$ cat src/ifl_regs.vh
// ifl_regs.vh: register offsets, field positions, reset values and encodings for the
// interrupt field block.
// assumes inclusion by bare name from the design files of the same folder.
`ifndef IFL_REGS_VH
`define IFL_REGS_VH

`define IFL_FW 8
`define IFL_NF 3

`define IFL_OFF_STAT0 12'h000
`define IFL_OFF_STAT1 12'h004
`define IFL_OFF_STAT2 12'h008
`define IFL_OFF_EN 12'h00C
`define IFL_OFF_HEN 12'h010
`define IFL_OFF_CFG 12'h014
`define IFL_OFF_AGG 12'h018
`define IFL_OFF_AGG_MASK 12'h01C
`define IFL_OFF_HIST 12'h020

`define IFL_TRIG_LEVEL 2'h0
`define IFL_TRIG_POS 2'h1
`define IFL_TRIG_NEG 2'h2
`define IFL_TRIG_BOTH 2'h3

`define IFL_HOLD_BIT 2'h0
`define IFL_HOLD_FIELD 2'h1
`define IFL_HOLD_NONE 2'h2

// cfg byte per field: [1:0] trigger, [3:2] hold, [4] mask polarity, [5] halt mask polarity,
// [6] clear on read
`define IFL_CFG_TRIG_LSB 0
`define IFL_CFG_HOLD_LSB 2
`define IFL_CFG_MPOL 4
`define IFL_CFG_HPOL 5
`define IFL_CFG_RCLR 6
`define IFL_CFG_RST 8'h00

`define IFL_FIELD_RST 8'h00
`define IFL_HIST_RST 8'h00
`define IFL_EN_RST 8'hFF
`define IFL_HEN_RST 8'h00
`define IFL_AGG_MASK_RST 3'h0

`endif

$ cat src/ifl_top.v
// ifl_top.v: interrupt field block, three leaf interrupt fields plus an aggregate register,
// with an APB slave for status, enables, halt enables and per-field configuration.
// assumes event pins are asynchronous to clk; one clock, synchronous active high reset.
//
// Overview of operation
// - each interrupt register drives the OR of its gated fields
// - per-register interrupt signal is an output port
// - absent holding choice, a field holds each bit separately
// - a held bit set to one stays until software clears it
// - per-bit holds bits independently; whole-field locks the value together
// - single-bit fields behave the same under either holding mode
// - level type sets the field whenever its input is asserted
// - a held level interrupt stays latched after its input drops
// - rising, falling and any-change types fire on matching input transitions
// - edges found by comparing input with its previous clocked value
// - pass-through field follows its trigger each cycle, no locking
// - pass-through combines with any trigger type
// - aggregate fields take lower register interrupt outputs directly as input
// - with enable attached, contribution is field AND enable
// - with mask attached, contribution is field AND inverted mask
// - halt output is field AND halt enable, or AND inverted halt mask
// - one of enable or mask, one halt reference, at field width
// - exactly one trigger type applies to each interrupt field
`include "ifl_regs.vh"

module ifl_top (
	input wire clk,
	input wire rst,
	input wire ce,
	input wire [`IFL_NF*`IFL_FW-1:0] evt_in,
	input wire psel,
	input wire penable,
	input wire pwrite,
	input wire [11:0] paddr,
	input wire [31:0] pwdata,
	output reg [31:0] prdata,
	output wire pready,
	output wire pslverr,
	output wire [`IFL_NF-1:0] reg_irq,
	output wire [`IFL_NF-1:0] reg_halt,
	output wire agg_irq,
	output wire irq
);
	wire [`IFL_NF*`IFL_FW-1:0] evt_s;
	reg [`IFL_NF*`IFL_FW-1:0] en_ff;
	reg [`IFL_NF*`IFL_FW-1:0] hen_ff;
	reg [`IFL_NF*8-1:0] cfg_ff;
	reg [`IFL_NF-1:0] agg_ff;
	reg [`IFL_NF-1:0] agg_mask_ff;
	wire [`IFL_NF*`IFL_FW-1:0] val;
	wire [`IFL_NF*`IFL_FW-1:0] hist;
	wire [`IFL_NF-1:0] fld_irq;
	wire [`IFL_NF-1:0] fld_halt;
	reg [`IFL_NF-1:0] clr;
	reg [`IFL_NF*`IFL_FW-1:0] clr_bits;

	// zero-wait slave: access phase completes in its first cycle
	wire acc = psel & penable & ce;
	wire wr = acc & pwrite;
	wire rd = acc & ~pwrite;
	wire mapped = (paddr[1:0] == 2'h0) && (paddr <= `IFL_OFF_HIST);
	assign pready = 1'b1;
	assign pslverr = psel & penable & ~mapped;

	ifl_sync #(.W(`IFL_NF*`IFL_FW)) u_sync (
		.clk(clk),
		.rst(rst),
		.ce(ce),
		.d(evt_in),
		.q(evt_s)
	);

	// clears: write-one-to-clear on status, or read when the field is clear-on-read
	integer k;
	always @* begin
		clr = {`IFL_NF{1'b0}};
		clr_bits = {`IFL_NF*`IFL_FW{1'b0}};
		for (k = 0; k < `IFL_NF; k = k + 1) begin
			if (mapped && paddr == (`IFL_OFF_STAT0 + k*4)) begin
				if (wr) begin
					clr[k] = 1'b1;
					clr_bits[k*`IFL_FW +: `IFL_FW] = pwdata[`IFL_FW-1:0];
				end else if (rd && cfg_ff[k*8+`IFL_CFG_RCLR]) begin
					clr[k] = 1'b1;
					clr_bits[k*`IFL_FW +: `IFL_FW] = {`IFL_FW{1'b1}};
				end
			end
		end
	end

	genvar i;
	generate
		for (i = 0; i < `IFL_NF; i = i + 1) begin : g_fld
			ifl_field u_fld (
				.clk(clk),
				.rst(rst),
				.ce(ce),
				.evt(evt_s[i*`IFL_FW +: `IFL_FW]),
				.cfg(cfg_ff[i*8 +: 8]),
				.gate(en_ff[i*`IFL_FW +: `IFL_FW]),
				.hgate(hen_ff[i*`IFL_FW +: `IFL_FW]),
				.sw_clr(clr[i]),
				.sw_clr_bits(clr_bits[i*`IFL_FW +: `IFL_FW]),
				.value(val[i*`IFL_FW +: `IFL_FW]),
				.hist(hist[i*`IFL_FW +: `IFL_FW]),
				.irq(fld_irq[i]),
				.halt(fld_halt[i])
			);
		end
	endgenerate

	assign reg_irq = fld_irq;
	assign reg_halt = fld_halt;

	// aggregate register: non-sticky level fields fed by leaf interrupt outputs
	always @(posedge clk) begin
		if (rst) begin
			agg_ff <= {`IFL_NF{1'b0}};
		end else if (ce) begin
			agg_ff <= fld_irq;
		end
	end
	assign agg_irq = |(agg_ff & ~agg_mask_ff);

	// one level output: any unmasked status bit of any register
	assign irq = (|fld_irq) | agg_irq;

	always @(posedge clk) begin
		if (rst) begin
			en_ff <= {`IFL_NF{`IFL_EN_RST}};
			hen_ff <= {`IFL_NF{`IFL_HEN_RST}};
			cfg_ff <= {`IFL_NF{`IFL_CFG_RST}};
			agg_mask_ff <= `IFL_AGG_MASK_RST;
		end else if (wr && mapped) begin
			case (paddr)
				`IFL_OFF_EN: en_ff <= pwdata[`IFL_NF*`IFL_FW-1:0];
				`IFL_OFF_HEN: hen_ff <= pwdata[`IFL_NF*`IFL_FW-1:0];
				`IFL_OFF_CFG: cfg_ff <= pwdata[`IFL_NF*8-1:0];
				`IFL_OFF_AGG_MASK: agg_mask_ff <= pwdata[`IFL_NF-1:0];
				default: ;
			endcase
		end
	end

	always @(posedge clk) begin
		if (rst) begin
			prdata <= 32'h00000000;
		end else if (ce && psel && !penable && !pwrite) begin
			case (paddr)
				`IFL_OFF_STAT0: prdata <= {24'h000000, val[`IFL_FW-1:0]};
				`IFL_OFF_STAT1: prdata <= {24'h000000, val[2*`IFL_FW-1:`IFL_FW]};
				`IFL_OFF_STAT2: prdata <= {24'h000000, val[3*`IFL_FW-1:2*`IFL_FW]};
				`IFL_OFF_EN: prdata <= {8'h00, en_ff};
				`IFL_OFF_HEN: prdata <= {8'h00, hen_ff};
				`IFL_OFF_CFG: prdata <= {8'h00, cfg_ff};
				`IFL_OFF_AGG: prdata <= {29'h00000000, agg_ff};
				`IFL_OFF_AGG_MASK: prdata <= {29'h00000000, agg_mask_ff};
				`IFL_OFF_HIST: prdata <= {8'h00, hist};
				default: prdata <= 32'h00000000;
			endcase
		end
	end
endmodule // ifl_top

$ cat src/ifl_field.v
// ifl_field.v: one interrupt field with trigger detection, holding and gating.
// assumes evt is already synchronous to clk and cfg is stable between accesses.
`include "ifl_regs.vh"

module ifl_field (
	input wire clk,
	input wire rst,
	input wire ce,
	input wire [`IFL_FW-1:0] evt,
	input wire [7:0] cfg,
	input wire [`IFL_FW-1:0] gate,
	input wire [`IFL_FW-1:0] hgate,
	input wire sw_clr,
	input wire [`IFL_FW-1:0] sw_clr_bits,
	output wire [`IFL_FW-1:0] value,
	output wire [`IFL_FW-1:0] hist,
	output wire irq,
	output wire halt
);
	reg [`IFL_FW-1:0] val_ff;
	reg [`IFL_FW-1:0] hist_ff;
	reg [`IFL_FW-1:0] nxt_val;
	reg [`IFL_FW-1:0] trig;
	wire [1:0] trig_mode = cfg[`IFL_CFG_TRIG_LSB+1:`IFL_CFG_TRIG_LSB];
	wire [1:0] hold_mode = cfg[`IFL_CFG_HOLD_LSB+1:`IFL_CFG_HOLD_LSB];
	wire [`IFL_FW-1:0] keep = val_ff & ~sw_clr_bits;

	always @* begin
		case (trig_mode)
			`IFL_TRIG_POS: trig = evt & ~hist_ff;
			`IFL_TRIG_NEG: trig = ~evt & hist_ff;
			`IFL_TRIG_BOTH: trig = evt ^ hist_ff;
			default: trig = evt;
		endcase
	end

	always @* begin
		case (hold_mode)
			// a fresh event beats a clear that empties the field in the same cycle
			`IFL_HOLD_FIELD: nxt_val = (sw_clr && (keep == {`IFL_FW{1'b0}})) ?
				trig : ((val_ff != {`IFL_FW{1'b0}}) ? keep : trig);
			`IFL_HOLD_NONE: nxt_val = trig;
			default: nxt_val = keep | trig;
		endcase
	end

	always @(posedge clk) begin
		if (rst) begin
			val_ff <= `IFL_FIELD_RST;
			hist_ff <= `IFL_HIST_RST;
		end else if (ce) begin
			val_ff <= nxt_val;
			hist_ff <= evt;
		end
	end

	wire [`IFL_FW-1:0] g = cfg[`IFL_CFG_MPOL] ? ~gate : gate;
	wire [`IFL_FW-1:0] hg = cfg[`IFL_CFG_HPOL] ? ~hgate : hgate;
	assign irq = |(val_ff & g);
	assign halt = |(val_ff & hg);
	assign value = val_ff;
	assign hist = hist_ff;
endmodule // ifl_field

$ cat src/ifl_sync.v
// ifl_sync.v: two-flop synchroniser for a bus of event inputs.
// assumes the inputs are quasi-static relative to clk; bits are not coherent.
module ifl_sync #(
	parameter W = 8
) (
	input wire clk,
	input wire rst,
	input wire ce,
	input wire [W-1:0] d,
	output wire [W-1:0] q
);
	reg [W-1:0] s1_ff;
	reg [W-1:0] s2_ff;
	always @(posedge clk) begin
		if (rst) begin
			s1_ff <= {W{1'b0}};
			s2_ff <= {W{1'b0}};
		end else if (ce) begin
			s1_ff <= d;
			s2_ff <= s1_ff;
		end
	end
	assign q = s2_ff;
endmodule // ifl_sync

$ cat config.mk
export PLATFORM = sky130hd
export DESIGN_NAME = ifl_top
export DESIGN_NICKNAME = d
export VERILOG_FILES = /design/src/ifl_top.v /design/src/ifl_field.v /design/src/ifl_sync.v
export VERILOG_INCLUDE_DIRS = /design/src
export SDC_FILE = /design/constraint.sdc
export NUM_CORES = 1
export LEC_CHECK = 0
export BUFFER_PORTS_ARGS = -buffer_cell sky130_fd_sc_hd__clkbuf_2
export CAP_MARGIN = 10
export CORE_MARGIN = 10
export CORE_UTILIZATION = 30
export CTS_CLUSTER_DIAMETER = 120
export DETAILED_ROUTE_END_ITERATION = 10
export GPL_TIMING_DRIVEN = 0
export PLACE_DENSITY = 0.44
export SYNTH_ARGS = -nofsm -noshare
export SYNTH_HDL_FRONTEND = slang
export SYNTH_SLANG_ARGS = --single-unit
$ cat constraint.sdc
create_clock -name clk -period 3.8 [get_ports clk]
set_input_delay 0.19 -clock clk [delete_from_list [all_inputs] [get_ports clk]]
set_output_delay 0.19 -clock clk [all_outputs]
set_load 0.1 [all_outputs]
==> run_results.csv, run 1 <==
group,metric,value,unit
setup_path,crit_family,"simple AND/OR/NAND/NOR gates",
timing,tns,0,ns
power_and_ir_drop,p_per_area,353.2,nW/um2
grt,antenna_found_initial,3,
route,avgRoutedWirePerCell,21.55,um
timing,finalMaxSlewViolations,0,
floorplanning,start_util,0.3021,
setup_path,crit_arrival,3.18,ns
timing,clock.fmax,296.5,MHz
synth,avgSynthCellArea,9.209,um2
floorplanning,core,37400,um2
place,port_buffers,93,
setup_path,path_class,"reg2out",
cells_and_area,area_growth,18.74,%
clocking,clk_latency,0.45,ns
setup_path,worstPathCellList,"clkbuf_1, xor2_1, a22oi_1, nand4_1, or4_1, clkbuf_2",
run_status,status,"complete, no violations",
grt,grt_max_degree,20,
synth,synth_top_flop_cell,"dfxtp_1",
synth,synth_top_cell_by_area,"dfxtp_1",
grt,grt_pass1_vias,9697,
setup_path,worst-path-buf-inv,2,
clocking,cts_tree,"done",
synth,synth_top_area_share,0.3508,
route,drtPass1Iterations,5,
cells_and_area,nets,1511,
timing,worst_slew_pin_slew,1.048,ns
run,maxCapViolations,0,
route,antenna_left,0,
timing,relSlewSlack,0.3012,
synth,synth_top_family_by_area,"compound AO/OA/AOI/OAI gates",
floorplanning,dieArea,45830,um2
route,viasPerCell,5.126,
synth,ys_top_cells_by_area,"dfxtp_1, mux2i_1, ha_1, nor2_1, mux4_2",
floorplanning,row_count,71,
synth,synth_area,11300,um2
setup_path,end_kind,"output pin",
timing,whs,0.01599,ns
worst_hold_path,hold_class,"in2reg",
clocking,clock_sinks,198,
synth,ys_ff_latch,198,
grt,grt_overflow_total,0,
synth,synth_enable_flop_cells,0,
route,drtIter0Drc,708,
grt,track_usage,0.1762,
synth,synth-adder-area-share,0.05979,
timing,rsz0062_at_grt,"no",
clocking,cts-root-buf,"clkbuf_16",
place,place.gp.congestion,0.8930,
floorplanning,num_io_pins,116,
synth,synthArstFlopShare,0,
timing,skew,0.01363,ns
cells_and_area,drive_gt1_frac,0.1483,
clocking,clk_path_buf_depth,2,
synth,synth-compound-area-share,0.1685,
synth,yosysWarnings,0,
synth,synthCells,1227,
synth,synth-seq-area-share,0.3508,
setup_path,cpPeakStageDelay,0.70,ns
clocking,path_clk_slew,0.08,ns
setup_path,crit_path_start_kind,"flip-flop",
timing,finalHoldViolations,0,
floorplanning,chipHeight,214.1,um
cells_and_area,post-route-cell-area,13420,um2
setup_path,crit_required,3.61,ns
power_and_ir_drop,vdd_ir_drop_max,0.0003118,V
floorplanning,die_x,214.1,um
synth,ys_types,76,
route,wl,41.11,mm
place,hpwl,31.58,mm
synth,synth-xor-area-share,0.03721,
route,drc,0,
setup_path,cp_max_fo,10,
setup_path,critPathSlowestCell,"or4_1",
timing,fin_crit,3.373,ns
place,placed_cell_area,12430,um2
synth,muxShareOfSynthArea,0.1671,
power_and_ir_drop,leakagePower,0.005445,uW
grt,grt_first_pass_wirelength,62.43,mm
timing,post-route-period-util,0.8876,
route,vias,9781,
synth,synth-simple-area-share,0.1363,
clocking,htree_num_levels,4,
timing,setup_viol_count_final,0,
clocking,numCtsBuffers,17,
[per-stage QoR]
step	util	worst slack [ns]	power (uW)	std cells
floorplan	-	0.8038	2613	1234
global placement	0.3324	0.9537	2810	1838
detailed placement	0.3324	0.9824	2815	1838
CTS	0.3587	0.4632	4797	1907
global route	0.3587	0.3010	4917	1907
finish	0.3587	0.4271	4739	1908
[metal layers]
layer	GRT usage	wire length, um	vias to the layer above
met3	0.03286	2280	29
met1	0.2333	18780	4782
met4	0.04491	793	2
met5	0	12	-
met2	0.2887	19250	293
li1	-	-	4675
[worst paths after layout]
check / from / slack [ns] / to / cells past startpoint
max reg2reg: cfg_ff[16]$_SDFFE_PP0P_ / 1.39 / g_fld[2].u_fld.value[6]$_SDFFE_PP0P_ / 6
max: cfg_ff[20]$_SDFFE_PP0P_ / 0.43 / irq / 6
min: pwdata[10] / 0.02 / en_ff[10]$_SDFFE_PP1P_ / 2
min reg2reg: prdata[6]$_SDFFE_PP0P_ / 0.45 / prdata[6]$_SDFFE_PP0P_ / 2
[what timing repair did]
| item | CTS | global route |
|---|---|---|
| endpoints found under the hold margin | 41 | 0 |
| hold buffers | 37 | 0 |
| setup buffers | 0 | 0 |
| gates resized for setup | 0 | 0 |
[final cells by class]
type                       instances  area [um2]
timing repair buffer             130       835.8
clock inverter                    15       187.7
antenna                            1       2.502
clock buffer                      17       425.4
buffer                            99       535.5
inverter                          97       364.1
sequential                       198        3964
fill                            3896       23980
tap                              511       639.4
multi-input combinational        840        6462
[cells in the final DEF (no fill, tap or decap), types with 37 or more instances in the layout]
cell type and n:
dfxtp_1 198, nor2_1 176, mux2i_1 127, inv_1 96, clkbuf_2 93, ha_1 54
clkbuf_1 50, xor2_1 48, nand2_1 47, dlygate4sd3_1 37
[synth_stat cells, drive strengths merged (3+ instances only)]
cell     number
nor2        176
a31o          3
a211oi       15
o211ai        3
a21oi        11
a21o          5
inv          97
mux4         26
nand2        47
o21ai        36
o2111ai       4
a221oi       32
xor2         48
nor4          6
a222oi        3
nor2b        33
dfxtp       198
a221o        19
nor3         33
a31oi        10
ha           54
and2          3
a22o         12
nand3        11
clkbuf       53
and3          8
a211o        26
nand4         8
a22oi        36
o32ai         3
mux2i       127
or2           4
buf          45
[registers in the layout, indices dropped and copies added, names as in the netlist]
name	count
g_fld.u_fld.hist	24
u_sync.q	24
agg_mask_ff	3
g_fld.u_fld.value	24
cfg_ff	24
hen_ff	24
en_ff	24
prdata	24
agg_ff	3
u_sync.s1_ff	24
[power by group]
group          switching (uW)  internal, uW  total, uW
logic                     432           191        624
clock network             939          1000       1940
registers                53.3          2120       2170
total                    1420          3310       4740
[kinds of logic (layout without fill, tap and decap cells)]
logic type	count (synthesis)	count (layout)
AO/OA/AOI/OAI	239	239
buffers and inverters	196	358
AND/OR/NAND/NOR	336	336
other	2	10
multiplexers	154	154
adder cells (fa/ha/maj)	54	54
flip-flops	198	198
XOR/XNOR	48	48
Power figures use the tool's default switching activity.
==> run 2: changes to the inputs <==
--- a/config.mk
+++ b/config.mk
@@ -13,5 +13,4 @@
 export CTS_CLUSTER_DIAMETER = 120
 export DETAILED_ROUTE_END_ITERATION = 10
-export GPL_TIMING_DRIVEN = 0
 export PLACE_DENSITY = 0.44
 export SYNTH_ARGS = -nofsm -noshare
==> constraint.sdc (replaced) <==
create_clock -name clk -period 3.8 [get_ports clk]
set_input_delay 0.38 -clock clk [delete_from_list [all_inputs] [get_ports clk]]
set_output_delay 0.38 -clock clk [all_outputs]
set_load 0.1 [all_outputs]
==> run 2 against run 1 <==
Against the previous run:
- routed wire length fell by 8.9%
- worst hold slack improved by 0.14 ns
- core utilization fell by 1.8 points
- sequential share of layout area rose by 1.6 points
- sequential power barely moved
- maximum frequency rose by 4.1%
- global-route usage fell by 1.5 points
- total power fell by 5.2%
- register-to-register slack improved by 0.21 ns
- largest cell class unchanged
==> run_results.csv, run 2 (synthesized netlist as in run 1, its figures left out) <==
group,metric,value,unit
grt,track_usage,0.1614,
run,maxCapViolations,0,
timing,clock.fmax,308.5,MHz
cells_and_area,layout_common_cells,"dfxtp_1, nor2_1, mux2i_1, inv_1, clkbuf_2",
floorplanning,start_util,0.3021,
floorplanning,die_x,214.1,um
clocking,cts-hold-fix-buffers,0,
route,wl,37.46,mm
clocking,clock_sinks,198,
grt,grt_first_pass_wirelength,58.00,mm
power_and_ir_drop,p_per_area,352.7,nW/um2
grt,grt_pass1_vias,9278,
setup_path,crit_arrival,2.86,ns
timing,setup_viol_count_final,0,
route,viasPerCell,5.136,
power_and_ir_drop,p_sw_frac,0.3003,
route,antenna_left,0,
place,place.gp.congestion,0.8908,
grt,antenna_found_initial,2,
clocking,htree_num_levels,4,
setup_path,crit_required,3.42,ns
timing,fin_crit,3.241,ns
timing,finalHoldViolations,0,
clocking,path_clk_slew,0.08,ns
setup_path,crit_family,"simple AND/OR/NAND/NOR gates",
setup_path,crit_path_start_kind,"flip-flop",
timing,post-route-period-util,0.8529,
cells_and_area,area_growth,12.68,%
place,pre_cts_ws,0.9958,ns
route,drc,0,
power_and_ir_drop,netSwitchingPower,1348,uW
setup_path,end_kind,"output pin",
clocking,post_cts_resize_count,0,
power_and_ir_drop,comb_power_share,0.123,
grt,grt_overflow_total,0,
floorplanning,chipHeight,214.1,um
route,drtPass1Iterations,5,
cells_and_area,fill_cells,3921,
floorplanning,dieArea,45830,um2
clocking,numCtsBuffers,17,
cells_and_area,drive_gt1_frac,0.1579,
clocking,clk_latency,0.45,ns
timing,timing.final.ws_setup,0.5589,ns
place,port_buffers,98,
clocking,cts-root-buf,"clkbuf_16",
cells_and_area,final_common_cell,"dfxtp_1",
timing,finalMaxSlewViolations,0,
place,hpwl,27.24,mm
floorplanning,core,37400,um2
setup_path,path_class,"reg2out",
clocking,clk_path_buf_depth,2,
setup_path,cpPeakStageDelay,0.65,ns
clocking,postCtsSetupBuffers,0,
timing,skew,0.01229,ns
run_status,status,"complete, no violations",
route,drtIter0Drc,614,
floorplanning,num_io_pins,116,
setup_path,worst-path-buf-inv,1,
setup_path,cp_max_fo,10,
grt,grt_max_degree,82,
timing,tns,0,ns
clocking,cts_tree,"done",
timing,rsz0062_at_grt,"no",
route,vias,9271,
worst_hold_path,hold_class,"in2reg",
cells_and_area,nets,1408,
timing,worst_slew_pin_slew,0.8562,ns
route,avgRoutedWirePerCell,20.75,um
timing,whs,0.1589,ns
power_and_ir_drop,vdd_ir_drop_max,0.0003210,V
power_and_ir_drop,pwr-share-clk,0.394,
floorplanning,row_count,71,
power_and_ir_drop,leakagePower,0.005153,uW
setup_path,worstPathCellList,"xor2_1, a22oi_1, nand4_1, or4_1, clkbuf_2",
setup_path,critPathSlowestCell,"or4_1",
power_and_ir_drop,intPower,3142,uW
timing,relSlewSlack,0.4292,
power_and_ir_drop,seqPwrFrac,0.483,
==> run 2: changes by cell type in the layout (fill, tap and decap cells not counted), moves of 5 or more <==
cell / previous run / this run
clkbuf_1: 50 / 0
buf_1: 10 / 0
buf_6: 6 / 1
buf_2: 10 / 0
buf_4: 19 / 28
dlygate4sd3_1: 37 / 0
==> run 2: layout make-up <==
cell class / count / area [um2] / share of cell area
clock buffer: 18 / 439.2 / 0.03449
timing repair buffer: 126 / 721.9 / 0.05670
antenna: 2 / 5.005 / 0.0003931
clock inverter: 13 / 113.9 / 0.008943
sequential: 198 / 3964 / 0.3113
multi-input combinational: 840 / 6485 / 0.5093
inverter: 97 / 364.1 / 0.02860
tap: 511 / 639.4 / 0.05022
==> run 2: through the flow <==
step / power [uW] / cells / instance area [um2] / util
finish: 4491 / 1805 / 12730 / 0.3404
global route: 4679 / 1803 / 12730 / 0.3403
CTS: 4559 / 1803 / 12730 / 0.3403
detailed placement: 2771 / 1772 / 12170 / 0.3255
global placement: 2767 / 1772 / 12170 / 0.3255
floorplan: 2613 / 1234 / 11330 / -
==> run 2: tightest hold or removal path: stages <==
cell and delay (ns):
clkbuf_2 0.07, mux2i_1 0.05, nor2_1 0.07
==> run 2: per-layer routing <==
layer  part of all wire  vias to the layer above  wire, um  track usage
li1                   -                     4459         -            -
met1               0.46                     4597     17070       0.2059
met2               0.48                      189     18120       0.2707
met3              0.045                       26      1701      0.03611
met4              0.015                        0       565      0.03853
met5                  0                        -         0            0
==> run 2: path summary, 6_finish.rpt <==
check,to,slack (ns),cells past startpoint,startpoint
min reg2reg,prdata[7]$_SDFFE_PP0P_,0.46,1,prdata[7]$_SDFFE_PP0P_
max,irq,0.56,5,cfg_ff[20]$_SDFFE_PP0P_
min,u_sync.s1_ff[14]$_SDFFE_PP0P_,0.16,3,evt_in[14]
max reg2reg,g_fld[2].u_fld.value[0]$_SDFFE_PP0P_,1.60,7,g_fld[2].u_fld.value[1]$_SDFFE_PP0P_
==> run 2: power groups by stage <==
stage / Sequential, uW / Clock [uW] / Combinational [uW]
2_1_floorplan: 2250 / 0 / 368
3_3_place_gp: 2220 / 0 / 549
3_5_place_dp: 2220 / 0 / 552
4_1_cts: 2170 / 1840 / 554
5_1_grt: 2180 / 1910 / 595
6_report: 2170 / 1770 / 553
==> run 3: changes to the inputs <==
Settings changed: CELL_PAD_IN_SITES_DETAIL_PLACEMENT set to 1, CELL_PAD_IN_SITES_GLOBAL_PLACEMENT set to 1, PLACE_DENSITY 0.44 to 0.55.
==> run 3 against run 2 <==
Against the previous run:
- via count increased by 1.5%
- total power is 4.5% higher
- worst hold slack worse by 0.0053 ns
- first-iteration DRC count decreased by 19%
- maximum frequency is 1.1% higher
- flip-flop and latch count is the same
- critical path depth is the same
- clock-buffer cell count stayed put
- sequential share of layout area down 0.12 points
==> run_results.csv, run 3 (synthesized netlist as in run 1, its figures left out) <==
group,metric,value,unit
timing,post-route-period-util,0.8440,
timing,clock.fmax,311.8,MHz
setup_path,end_kind,"output pin",
grt,antenna_found_initial,3,
power_and_ir_drop,intPower,3369,uW
clocking,htree_num_levels,4,
timing,fin_crit,3.207,ns
cells_and_area,final_common_cell,"dfxtp_1",
power_and_ir_drop,comb_power_share,0.119,
floorplanning,row_count,71,
clocking,postCtsSetupBuffers,0,
clocking,cts_tree,"done",
timing,rsz0062_at_grt,"no",
timing,finalMaxSlewViolations,0,
timing,skew,0.01970,ns
place,port_buffers,98,
route,antenna_left,0,
floorplanning,chipHeight,214.1,um
power_and_ir_drop,leakagePower,0.005189,uW
clocking,clk_latency,0.47,ns
route,wl,39.28,mm
route,drc,0,
timing,relSlewSlack,0.3936,
clocking,clock_sinks,198,
clocking,numCtsBuffers,17,
setup_path,cp_max_fo,10,
route,drtPass1Iterations,6,
grt,grt_first_pass_wirelength,60.71,mm
timing,setup_viol_count_final,0,
grt,track_usage,0.1698,
route,drtIter0Drc,498,
power_and_ir_drop,p_sw_frac,0.2823,
floorplanning,dieArea,45830,um2
grt,grt_use_met2,0.2944,
clocking,path_clk_slew,0.08,ns
setup_path,path_class,"reg2out",
grt,grt_pass1_vias,9728,
worst_hold_path,hold_class,"in2reg",
floorplanning,num_io_pins,116,
place,place.gp.congestion,0.8615,
clocking,post_cts_resize_count,0,
floorplanning,start_util,0.3021,
setup_path,crit_path_start_kind,"flip-flop",
setup_path,cpPeakStageDelay,0.64,ns
power_and_ir_drop,pwr-share-clk,0.419,
run_status,status,"complete, no violations",
grt,grt_max_degree,78,
power_and_ir_drop,p_per_area,367.3,nW/um2
route,avgRoutedWirePerCell,21.76,um
cells_and_area,fill_cells,4333,
cells_and_area,final_util,0.3417,
setup_path,crit_family,"simple AND/OR/NAND/NOR gates",
setup_path,crit_arrival,2.83,ns
clocking,cts-root-buf,"clkbuf_16",
route,vias,9407,
clocking,cts-hold-fix-buffers,0,
floorplanning,core,37400,um2
cells_and_area,nets,1409,
power_and_ir_drop,netSwitchingPower,1325,uW
clocking,clk_path_buf_depth,2,
setup_path,worstPathCellList,"xor2_1, a22oi_1, nand4_1, or4_1, clkbuf_2",
floorplanning,die_x,214.1,um
timing,finalHoldViolations,0,
setup_path,worst-path-buf-inv,1,
setup_path,crit_required,3.42,ns
power_and_ir_drop,seqPwrFrac,0.462,
cells_and_area,area_growth,13.10,%
cells_and_area,drive_gt1_frac,0.1571,
grt,use_met3,0.03583,
route,viasPerCell,5.212,
place,hpwl,28.77,mm
cells_and_area,layout_common_cells,"dfxtp_1, nor2_1, mux2i_1, inv_1, clkbuf_2",
power_and_ir_drop,vdd_ir_drop_max,0.0003249,V
timing,tns,0,ns
grt,grt.met1_usage,0.2097,
grt,grt_overflow_total,0,
run,maxCapViolations,0,
timing,worst_slew_pin_slew,0.9096,ns
setup_path,critPathSlowestCell,"dfxtp_1",
grt,grt_busiest_layer,"met2",
-- run 3: changes by cell type in the layout (fill, tap and decap cells not counted) --
cell,before,now
buf_12,1,0
buf_4,28,30
bufinv_16,0,4
clkbuf_1,0,1
clkbuf_8,1,0
clkinv_2,1,3
clkinvlp_4,5,2
inv_8,4,0
-- run 3: area by class of cell --
| cell class | count | area (um2) | share of cell area |
|---|---|---|---|
| sequential | 198 | 3964 | 0.3102 |
| clock buffer | 18 | 429.2 | 0.03358 |
| inverter | 97 | 364.1 | 0.02849 |
| antenna | 2 | 5.005 | 0.0003916 |
| multi-input combinational | 840 | 6485 | 0.5074 |
| clock inverter | 12 | 176.4 | 0.01380 |
| timing repair buffer | 127 | 716.9 | 0.05610 |
| tap | 511 | 639.4 | 0.05003 |
-- run 3: worst paths after layout --
kind,startpoint,to,slack (ns),depth (start not counted)
setup / recovery,cfg_ff[12]$_SDFFE_PP0P_,irq,0.59,5
hold reg to reg,prdata[5]$_SDFFE_PP0P_,prdata[5]$_SDFFE_PP0P_,0.46,1
setup reg to reg,g_fld[2].u_fld.value[1]$_SDFFE_PP0P_,g_fld[2].u_fld.value[3]$_SDFFE_PP0P_,1.50,7
hold / removal,evt_in[22],u_sync.s1_ff[22]$_SDFFE_PP0P_,0.15,3
-- run 3: power groups by stage --
stage / Sequential, uW / Combinational, uW / Clock [uW]
floorplan: 2250 / 368 / 0
global placement: 2220 / 551 / 0
detailed placement: 2220 / 559 / 0
CTS: 2170 / 562 / 2030
global route: 2180 / 602 / 2110
finish: 2170 / 558 / 1970
-- run 3: layer usage --
layer,part of all wire,wire (um)
met2,0.50,19830
met1,0.45,17530
met3,0.036,1419
met4,0.013,495
met5,0.00025,10
-- run 3: worst min-delay path: stages --
cell and delay (ns):
clkbuf_2 0.07, mux2i_1 0.05, nor2_1 0.07
-- run 3: per-stage QoR --
stage	setup slack, ns	total power [uW]	cells	area, um2	hold slack, ns
after floorplan	0.6138	2613	1234	11330	0.4505
after global placement	1.060	2769	1773	12170	0.4411
after global routing	0.4572	4889	1803	12770	0.1418
after CTS	0.5932	4767	1803	12770	0.1263
after detailed placement	1.005	2779	1773	12170	0.4458
final	0.5929	4694	1805	12780	0.1536
